==> src/core/gtc_pkg.sv <==
package gtc_pkg;

	// ----------------------------------------------------------------
	// Register map (byte addresses, one aligned word each)
	// ----------------------------------------------------------------
	localparam logic [7:0] ADDR_COUNT_LOW  = 8'h00;
	localparam logic [7:0] ADDR_COUNT_HIGH = 8'h04;
	localparam logic [7:0] ADDR_CONTROL    = 8'h08;
	localparam logic [7:0] ADDR_GATE_CTRL  = 8'h0C;
	localparam logic [7:0] ADDR_FLAGS      = 8'h10;

	// ----------------------------------------------------------------
	// Control register fields
	// ----------------------------------------------------------------
	localparam int CTL_ON     = 0;
	localparam int CTL_WIDE   = 1;
	localparam int CTL_BYPASS = 2;
	localparam int CTL_PS_LO  = 4;
	localparam int CTL_SRC_LO = 6;

	// ----------------------------------------------------------------
	// Gate control register fields
	// ----------------------------------------------------------------
	localparam int GC_LEVEL  = 2;
	localparam int GC_ARM    = 3;
	localparam int GC_SPM    = 4;
	localparam int GC_TOGGLE = 5;
	localparam int GC_POL    = 6;
	localparam int GC_ENABLE = 7;

	// ----------------------------------------------------------------
	// Flags register fields
	// ----------------------------------------------------------------
	localparam int FL_OVF      = 0;
	localparam int FL_GATE     = 1;
	localparam int FL_GATE_IEN = 2;

	// ----------------------------------------------------------------
	// Reset values and counts
	// ----------------------------------------------------------------
	localparam logic [15:0] COUNT_RESET    = 16'h0000;
	localparam logic [2:0]  PRESCALE_RESET = 3'h0;
	localparam logic [2:0]  FOSC_STEP      = 3'h4;

	// ----------------------------------------------------------------
	// Clock sources
	// ----------------------------------------------------------------
	typedef enum logic [1:0] {
		GTC_SRC_INSTR,
		GTC_SRC_FOSC,
		GTC_SRC_EXT
	} gtc_src_t;

	typedef struct packed {
		logic [7:0]  paddr;
		logic        psel;
		logic        penable;
		logic        pwrite;
		logic [31:0] pwdata;
	} gtc_apb_req_t;

	typedef struct packed {
		logic [31:0] prdata;
		logic        pready;
		logic        pslverr;
	} gtc_apb_rsp_t;

	typedef struct packed {
		logic       on;
		logic       wide;
		logic       bypass;
		logic [1:0] prescale_select;
		logic [1:0] src;
	} gtc_ctrl_t;

	typedef struct packed {
		logic enable;
		logic polarity;
		logic toggle_mode;
		logic single_pulse_mode;
		logic pulse_arm_status;
	} gtc_gate_t;

endpackage

==> src/core/gtc_timer.sv <==
// Local design decisions: the register addresses and the APB register port.
`timescale 1ns/1ns
// Functional notes
// - Sixteen-bit up-counter; software write replaces it.
// - Off unless on; gate enable restricts counting.
// - Undivided oscillator source adds four per cycle.
// - Falling pin edge needed before first count.
// - External source counts pin rising edges.
// - Prescaler divides by 1,2,4,8; hidden.
// - Count write clears prescale counter.
// - Bypass bit is stored only; external clock is always synchronized.
// - Sleep input is unused; synchronized counting continues during sleep.
// - Mode switch may lose or add one.
// - Byte reads while running stay valid.
// - Wide mode: low read latches high byte.
// - Wide mode: high read returns holding buffer.
// - Wide mode: high buffered, low loads both.
// - Wide high write keeps prescaler untouched.
// - Gated counting only when level matches polarity.
// - Toggle flip-flop; cleared while toggle off.
// - Single pulse: arm, count one pulse, disarm.
// - Clearing pulse mode clears arm; modes combine.
// - Gate level readable even when ungated.
// - Gate level falling edge sets gate flag.
// - Rollover past all-ones sets overflow flag.
module gtc_timer
	import gtc_pkg::*;
(
	// Clock and reset
	input  wire logic         clk_sys,
	input  wire logic         rst,
	// APB slave
	input  wire gtc_apb_req_t apb_req,
	output gtc_apb_rsp_t      apb_rsp,
	// Pins and sleep
	input  wire logic         external_clock_pin,
	input  wire logic         gate_signal,
	input  wire logic         sleep,
	// Events
	output logic              overflow_irq,
	output logic              gate_event_irq
);

	typedef struct packed {
		gtc_apb_rsp_t rsp;
		logic [15:0]  timer_count;
		logic [7:0]   high_buffer;
		logic [2:0]   prescale;
		gtc_ctrl_t    ctrl;
		gtc_gate_t    gate;
		logic         ovf_flag;
		logic         gate_event_flag;
		logic         gate_event_irq_enable;
		logic         fall_seen;
		logic         toggle_ff;
		logic         pulse_open;
		logic         gate_level_status;
		logic [1:0]   ext_sync;
		logic [1:0]   gate_sync;
		logic         ext_prev;
		logic         gate_prev;
		logic         ovf_irq;
		logic         gev_irq;
	} gtc_state_t;

	gtc_state_t st;
	gtc_state_t next_st;

	assign apb_rsp        = st.rsp;
	assign overflow_irq   = st.ovf_irq;
	assign gate_event_irq = st.gev_irq;

	// ----------------------------------------------------------------
	// Next state
	// ----------------------------------------------------------------
	always_comb begin
		logic        acc;
		logic        wr;
		logic        rd;
		logic        ext_rise;
		logic        ext_fall;
		logic        gate_in;
		logic        gate_lvl;
		logic        gate_ok;
		logic        tick;
		logic        run;
		logic [2:0]  mask;
		logic [15:0] step;
		logic [16:0] sum;
		logic [31:0] rdata;
		logic        bad;
		next_st = st;
		gate_ok = 1'b0;
		tick = 1'b0;
		sum = 17'h00000;
		bad = 1'b0;
		// Read data is captured in the wait cycle so it stands with pready;
		// writes take effect at the edge where pready is sampled high
		acc = apb_req.psel && apb_req.penable;
		wr = acc && st.rsp.pready && apb_req.pwrite;
		rd = acc && !st.rsp.pready && !apb_req.pwrite;
		rdata = 32'h0000_0000;
		next_st.ext_sync = {st.ext_sync[0], external_clock_pin};
		next_st.gate_sync = {st.gate_sync[0], gate_signal};
		next_st.ext_prev = st.ext_sync[1];
		next_st.gate_prev = st.gate_sync[1];
		ext_rise = st.ext_sync[1] && !st.ext_prev;
		ext_fall = !st.ext_sync[1] && st.ext_prev;
		// Bypass is ignored: the pin always passes the two sync stages
		ext_rise = st.ext_sync[1] && !st.ext_prev;
		// Gate path: polarity, then toggle flip-flop, then single pulse
		gate_in = st.gate_sync[1] ^ !st.gate.polarity;
		if (!st.gate.toggle_mode) begin
			next_st.toggle_ff = 1'b0;
		end else if (gate_in && !(st.gate_prev ^ !st.gate.polarity)) begin
			next_st.toggle_ff = !st.toggle_ff;
		end
		gate_lvl = st.gate.toggle_mode ? st.toggle_ff : gate_in;
		if (st.gate.single_pulse_mode) begin
			if (st.gate.pulse_arm_status && gate_lvl
					&& !st.gate_level_status) begin
				next_st.pulse_open = 1'b1;
			end
			if (st.pulse_open && !gate_lvl) begin
				next_st.pulse_open = 1'b0;
				next_st.gate.pulse_arm_status = 1'b0;
			end
			gate_ok = st.pulse_open && gate_lvl;
		end else begin
			next_st.pulse_open = 1'b0;
			gate_ok = gate_lvl;
		end
		next_st.gate_level_status = gate_lvl;
		if (st.gate_level_status && !gate_lvl) begin
			next_st.gate_event_flag = 1'b1;
		end
		// Clock source and edge qualification
		run = st.ctrl.on && (!st.gate.enable || gate_ok);
		case (st.ctrl.src)
			GTC_SRC_EXT: begin
				if (ext_fall) begin
					next_st.fall_seen = 1'b1;
				end
				tick = ext_rise && st.fall_seen;
			end
			default: tick = 1'b1;
		endcase
		if (!st.ctrl.on) begin
			next_st.fall_seen = 1'b0;
		end
		step = (st.ctrl.src == GTC_SRC_FOSC) ? {13'h0000, FOSC_STEP}
			: 16'h0001;
		mask = 3'((4'h1 << st.ctrl.prescale_select) - 4'h1);
		if (run && tick) begin
			if ((st.prescale & mask) == mask) begin
				next_st.prescale = PRESCALE_RESET;
				sum = {1'b0, st.timer_count} + {1'b0, step};
				next_st.timer_count = sum[15:0];
				if (sum[16]) begin
					next_st.ovf_flag = 1'b1;
				end
			end else begin
				next_st.prescale = st.prescale + 3'h1;
			end
		end
		// Register bus
		next_st.rsp.pready = 1'b0;
		if (acc) begin
			case (apb_req.paddr)
				ADDR_COUNT_LOW: begin
					rdata[7:0] = st.timer_count[7:0];
					if (rd && st.ctrl.wide) begin
						next_st.high_buffer = st.timer_count[15:8];
					end
					if (wr) begin
						next_st.timer_count[7:0] = apb_req.pwdata[7:0];
						if (st.ctrl.wide) begin
							next_st.timer_count[15:8] = st.high_buffer;
						end
						next_st.prescale = PRESCALE_RESET;
						next_st.fall_seen = 1'b0;
					end
				end
				ADDR_COUNT_HIGH: begin
					rdata[7:0] = st.ctrl.wide ? st.high_buffer
						: st.timer_count[15:8];
					if (wr && st.ctrl.wide) begin
						next_st.high_buffer = apb_req.pwdata[7:0];
					end else if (wr) begin
						next_st.timer_count[15:8] = apb_req.pwdata[7:0];
						next_st.prescale = PRESCALE_RESET;
						next_st.fall_seen = 1'b0;
					end
				end
				ADDR_CONTROL: begin
					rdata[CTL_ON] = st.ctrl.on;
					rdata[CTL_WIDE] = st.ctrl.wide;
					rdata[CTL_BYPASS] = st.ctrl.bypass;
					rdata[CTL_PS_LO +: 2] = st.ctrl.prescale_select;
					rdata[CTL_SRC_LO +: 2] = st.ctrl.src;
					if (wr) begin
						next_st.ctrl.on = apb_req.pwdata[CTL_ON];
						next_st.ctrl.wide = apb_req.pwdata[CTL_WIDE];
						next_st.ctrl.bypass = apb_req.pwdata[CTL_BYPASS];
						next_st.ctrl.prescale_select =
							apb_req.pwdata[CTL_PS_LO +: 2];
						next_st.ctrl.src = apb_req.pwdata[CTL_SRC_LO +: 2];
					end
				end
				ADDR_GATE_CTRL: begin
					rdata[GC_LEVEL] = st.gate_level_status;
					rdata[GC_ARM] = st.gate.pulse_arm_status;
					rdata[GC_SPM] = st.gate.single_pulse_mode;
					rdata[GC_TOGGLE] = st.gate.toggle_mode;
					rdata[GC_POL] = st.gate.polarity;
					rdata[GC_ENABLE] = st.gate.enable;
					if (wr) begin
						next_st.gate.enable = apb_req.pwdata[GC_ENABLE];
						next_st.gate.polarity = apb_req.pwdata[GC_POL];
						next_st.gate.toggle_mode = apb_req.pwdata[GC_TOGGLE];
						next_st.gate.single_pulse_mode =
							apb_req.pwdata[GC_SPM];
						next_st.gate.pulse_arm_status =
							apb_req.pwdata[GC_ARM]
							&& apb_req.pwdata[GC_SPM];
					end
				end
				ADDR_FLAGS: begin
					rdata[FL_OVF] = st.ovf_flag;
					rdata[FL_GATE] = st.gate_event_flag;
					rdata[FL_GATE_IEN] = st.gate_event_irq_enable;
					if (wr) begin
						// Write one clears; a same-cycle event wins only if the flag was clear
						if (apb_req.pwdata[FL_OVF] && !(next_st.ovf_flag
								&& !st.ovf_flag)) begin
							next_st.ovf_flag = 1'b0;
						end
						if (apb_req.pwdata[FL_GATE] && !(next_st.gate_event_flag
								&& !st.gate_event_flag)) begin
							next_st.gate_event_flag = 1'b0;
						end
						next_st.gate_event_irq_enable =
							apb_req.pwdata[FL_GATE_IEN];
					end
				end
				default: begin
					bad = 1'b1;
				end
			endcase
			if (!st.rsp.pready) begin
				next_st.rsp.prdata = rdata;
				next_st.rsp.pslverr = bad;
			end
		end
		if (st.rsp.pready && acc) begin
			next_st.rsp.pready = 1'b0;
		end else if (acc && !st.rsp.pready) begin
			next_st.rsp.pready = 1'b1;
		end
		next_st.ovf_irq = next_st.ovf_flag;
		next_st.gev_irq = next_st.gate_event_flag
			&& next_st.gate_event_irq_enable;
	end

	// ----------------------------------------------------------------
	// State register
	// ----------------------------------------------------------------
	always_ff @(posedge clk_sys) begin
		if (rst) begin
			st <= '0;
		end else begin
			st <= next_st;
		end
	end

endmodule // gtc_timer

==> config.mk <==
export PLATFORM = sky130hd
export DESIGN_NAME = gtc_timer
export DESIGN_NICKNAME = d
export VERILOG_FILES = /design/src/core/gtc_pkg.sv /design/src/core/gtc_timer.sv
export SDC_FILE = /design/constraint.sdc
export NUM_CORES = 1
export LEC_CHECK = 0
export BUFFER_PORTS_ARGS = -buffer_cell sky130_fd_sc_hd__buf_2
export CAP_MARGIN = 30
export CORE_AREA = 2 2 71 107
export DETAILED_ROUTE_END_ITERATION = 8
export DIE_AREA = 0 0 73 109
export MAX_ROUTING_LAYER = met4
export PLACE_DENSITY_LB_ADDON = 0.1
export SKIP_LAST_GASP = 1
export SLEW_MARGIN = 15
export SYNTH_ARGS = -nofsm -noshare
export SYNTH_HDL_FRONTEND = slang
export SYNTH_SLANG_ARGS = --single-unit
==> constraint.sdc <==
create_clock -name clk_sys -period 2.24 [get_ports clk_sys]
set_input_delay 0.448 -clock clk_sys [delete_from_list [all_inputs] [get_ports clk_sys]]
set_output_delay 0.448 -clock clk_sys [all_outputs]
set_load 0.01 [all_outputs]
==> flow_metrics.tcl <==
set metrics [dict create \
    pin_count 84 \
    placeableCoreArea_um2 7080 \
    worstReg2RegEnd "st[48]$_SDFF_PP0_" \
    tritoncts_clock_tree "yes" \
    post_synth_instance_area_um2 3800 \
    cts_sinks 63 \
    synthToLayoutAreaGrowth_pct 13.5 \
    critical_path_arrival_ns 2.36 \
    setup.reg_to_reg.worst_slack_ns 0.11 \
    number_of_h_tree_branching_levels 3 \
    pre_cts_ws_ns -0.0822 \
    stdcell_count 590 \
    yosys_register_bits 63 \
    min_path_cells 2 \
    grt.overflow.total 0 \
    report.final.setup_viol 0 \
    ys_dominant_reg_cell "sky130_fd_sc_hd__dfxtp_1" \
    port_buffers 34 \
    static-leakage-power_nw 1.64 \
    n_antenna_cell 0 \
    timing.hold.worst_endpoint "next_st[7]$_SDFF_PP0_" \
    detailed_place_hpwl_mm 7.20 \
    grt_start_max_net_pins 38 \
    drt_pre_antenna_iters 4 \
    via_per_inst 5.65 \
    dr_total_vias 3331 \
    track_usage 0.273 \
    cp-end-kind "flip-flop" \
    clkLatencyLatePin_ns 0.35 \
    grt_pass1_vias 3201 \
    critPathKind "reg2reg" \
    fillCellCount 668 \
    nets 557 \
    timing.critical_path.required_ns 2.47 \
    antenna_left 0 \
    r2r-start "st[16]$_SDFFE_PP0P_" \
    initialDrtViolationCount 170 \
    timing_worst_slew_pin_value_ns 0.739 \
    cts-root-to-sink-buffers 2 \
    timing.final.crit_share 0.950 \
    netlist_instances 462 \
    slowest_delay_ns 0.38 \
    cts_buffer_count 9 \
    crit_path_max_fanout 6 \
    post_synth.cell_area_avg_um2 8.22 \
    final_routed_wirelength_mm 9.76 \
    power_density_nw_per_um2 559 \
    root_buffer "sky130_fd_sc_hd__clkbuf_8" \
    ir_drop_v 0.000331 \
    crit_chain "nor2b_1, nor3_2, o221ai_4, nor4_4, xnor2_2, a21oi_1, or3_1" \
    synthArstFlopShare 0 \
    timing.critical_path.from_type "flip-flop" \
    grt_first_pass_wirelength_mm 16.0 \
    peak_freq_mhz 470 \
    fp-row-count 38 \
    hold_path.startpoint "external_clock_pin" \
    final_period_minus_worst_setup_slack_ns 2.13 \
    synth_enable_flop_cells 0 \
    ys_warn_count 0 \
    x_dimension_of_the_die_um 73 \
    post_route_cells_drive_above_1_share 0.235 \
    antenna_found_initial 0 \
    fin_skew_ns 0.00734 \
    clk_transition_reported_paths_ns 0.07 \
    die_area_um2 7960 \
    sequential_share_of_the_synthesized_area 0.332 \
    placed_cell_area_um2 4000 \
    drcViolationCount 0 \
    route.detailed.wl_per_inst_um 16.5 \
    dpl.cell_count 570 \
    worstHoldPathType "in2reg" \
    finalWeightedCongestion 0.861 \
    fin_hold_ws_ns 0.308 \
    critical-path-slowest-cell "sky130_fd_sc_hd__nor4_4" \
    design_area_um2 4310 \
    fp.dieH_um 109 \
    maxSlewHeadroom 0.507 \
    r2r_cell_count 7 \
    hold_buffers 0 \
    status "finished, final reports clean" \
    maxCapViolCount 0 \
    report.final.slew_viol_count 0 \
    synth_cell_types 59 \
    fin_ws_ns 0.111 \
    floorplan.initialDensity 0.536 \
    hold_viol 0 \
    timing.setup.tns_ns 0 \
]
[through the flow]
step                power, mW  utilization
global placement         1.34        0.565
floorplan                1.31            -
global route             2.50        0.608
finish                   2.41        0.608
CTS                      2.43        0.598
detailed placement       1.35        0.565
[cells in the mapped netlist (3+ instances only)]
| cell type | number | area share |
|---|---|---|
| sky130_fd_sc_hd__o22ai_1 | 3 | 0.0049 |
| sky130_fd_sc_hd__xnor2_1 | 7 | 0.016 |
| sky130_fd_sc_hd__nor2_1 | 62 | 0.061 |
| sky130_fd_sc_hd__mux2i_1 | 27 | 0.071 |
| sky130_fd_sc_hd__o21ai_0 | 26 | 0.034 |
| sky130_fd_sc_hd__nor4_2 | 3 | 0.0099 |
| sky130_fd_sc_hd__nand2b_1 | 6 | 0.0099 |
| sky130_fd_sc_hd__and3_1 | 7 | 0.012 |
| sky130_fd_sc_hd__a211oi_1 | 5 | 0.0099 |
| sky130_fd_sc_hd__nor4_4 | 3 | 0.017 |
| sky130_fd_sc_hd__a21oi_1 | 30 | 0.040 |
| sky130_fd_sc_hd__ha_1 | 4 | 0.013 |
| sky130_fd_sc_hd__xor2_1 | 9 | 0.021 |
| sky130_fd_sc_hd__mux2_2 | 6 | 0.018 |
| sky130_fd_sc_hd__buf_2 | 6 | 0.0079 |
| sky130_fd_sc_hd__buf_4 | 34 | 0.067 |
| sky130_fd_sc_hd__a21o_1 | 4 | 0.0079 |
| sky130_fd_sc_hd__or3_1 | 5 | 0.0082 |
| sky130_fd_sc_hd__dfxtp_1 | 63 | 0.33 |
| sky130_fd_sc_hd__a22oi_1 | 3 | 0.0059 |
| sky130_fd_sc_hd__nand2_1 | 39 | 0.039 |
| sky130_fd_sc_hd__nor3b_1 | 3 | 0.0059 |
| sky130_fd_sc_hd__a311oi_1 | 6 | 0.014 |
| sky130_fd_sc_hd__nand3_1 | 10 | 0.013 |
| sky130_fd_sc_hd__clkbuf_1 | 14 | 0.014 |
| sky130_fd_sc_hd__a31oi_1 | 6 | 0.0099 |
| sky130_fd_sc_hd__nor3_1 | 16 | 0.021 |
| sky130_fd_sc_hd__inv_1 | 6 | 0.0059 |
| sky130_fd_sc_hd__nand4_1 | 3 | 0.0049 |
| sky130_fd_sc_hd__nor2b_1 | 8 | 0.013 |
| sky130_fd_sc_hd__nor2_2 | 4 | 0.0066 |
[final cells by class]
cell class,instances,area (µm²),share of cell area
clock buffers,10,128,0.0296
clock inverters,6,85.1,0.0197
inverters,6,22.5,0.00523
multi-input cells,360,2310,0.536
flip-flops and latches,63,1260,0.293
well taps,80,100,0.0232
repair buffers,65,403,0.0935
[placed cells by master, fill, tap and decap left out, types with 3 or more instances in the layout]
cell,netlist,final
sky130_fd_sc_hd__nand2_1,39,39
sky130_fd_sc_hd__buf_4,34,31
sky130_fd_sc_hd__conb_1,1,24
sky130_fd_sc_hd__or3_1,5,5
sky130_fd_sc_hd__nor3_1,16,15
sky130_fd_sc_hd__mux2_2,6,6
sky130_fd_sc_hd__nor3b_1,3,3
sky130_fd_sc_hd__inv_1,6,5
sky130_fd_sc_hd__nor2_2,4,4
sky130_fd_sc_hd__xnor2_1,7,6
sky130_fd_sc_hd__nand3_1,10,10
sky130_fd_sc_hd__nand4_1,3,3
sky130_fd_sc_hd__a31oi_1,6,6
sky130_fd_sc_hd__nor3_2,2,3
sky130_fd_sc_hd__o22ai_1,3,3
sky130_fd_sc_hd__clkbuf_8,0,9
sky130_fd_sc_hd__dfxtp_1,63,62
sky130_fd_sc_hd__a22oi_1,3,3
sky130_fd_sc_hd__and3_1,7,7
sky130_fd_sc_hd__mux2i_1,27,27
sky130_fd_sc_hd__a21oi_1,30,30
sky130_fd_sc_hd__buf_2,6,34
sky130_fd_sc_hd__nor2_1,62,62
sky130_fd_sc_hd__nor2b_1,8,8
sky130_fd_sc_hd__a211oi_1,5,5
sky130_fd_sc_hd__a21o_1,4,4
sky130_fd_sc_hd__a311oi_1,6,6
sky130_fd_sc_hd__xor2_1,9,9
sky130_fd_sc_hd__nand2b_1,6,5
sky130_fd_sc_hd__o21ai_0,26,26
sky130_fd_sc_hd__nor4_4,3,4
[what timing repair did]
item	4_1_cts	5_1_grt
pin swaps	1	7
endpoints found under the hold margin	0	0
setup endpoints to repair	1	7
buffers inserted	1	3
resized for setup	2	9
[worst max path at each step]
stage | start | to | slack (ns)
after global placement | apb_req[40] | st[32]$_SDFFE_PP0P_ | -0.08
final | st[16]$_SDFFE_PP0P_ | st[48]$_SDFF_PP0_ | 0.11
after global routing | st[18]$_SDFFE_PP0P_ | st[44]$_SDFF_PP0_ | -0.003
after floorplan | st[21]$_SDFFE_PP0P_ | st[48]$_SDFF_PP0_ | 0.22
after CTS | st[21]$_SDFFE_PP0P_ | st[48]$_SDFF_PP0_ | 0.004
after detailed placement | apb_req[40] | st[37]$_SDFFE_PP0P_ | -0.08
[metal layers]
metal,vias up,GRT usage,routed length [µm],share of wire
li1,1661,-,-,-
met1,1559,0.325,4210,0.43
met2,91,0.440,4870,0.50
met3,20,0.0360,399,0.041
met4,0,0.151,278,0.028
met5,-,-,0,0
[report_power, final]
part / internal, mW / leakage, nW / total [mW] / switching (mW)
combinational: 0.0596 / 1.03 / 0.179 / 0.119
sequential: 1.13 / 0.510 / 1.14 / 0.00821
clock: 0.622 / 0.102 / 1.09 / 0.464
[logic make-up after synthesis]
group                      synth area share
DFF                                   0.332
other                              0.000988
xor gates and xnor gates             0.0369
adders and majority gates            0.0132
AOI/OAI and AO/OA                     0.164
and+or+nand+nor                       0.265
muxes                                0.0890
buffers and inverters                0.0989
[worst max-delay path: cells and delay by family (launching register included)]
kind                      cells  cell delay, ns
xor gates and xnor gates      1            0.17
and+or+nand+nor               4            1.17
DFF                           1            0.34
AOI/OAI and AO/OA             2            0.32
[registers in the layout (all words and copies together) (netlist names)]
register,count
next_st,4
apb_rsp,10
gate_event_irq,1
st,47
overflow_irq,1
Power figures use the tool's default switching activity.
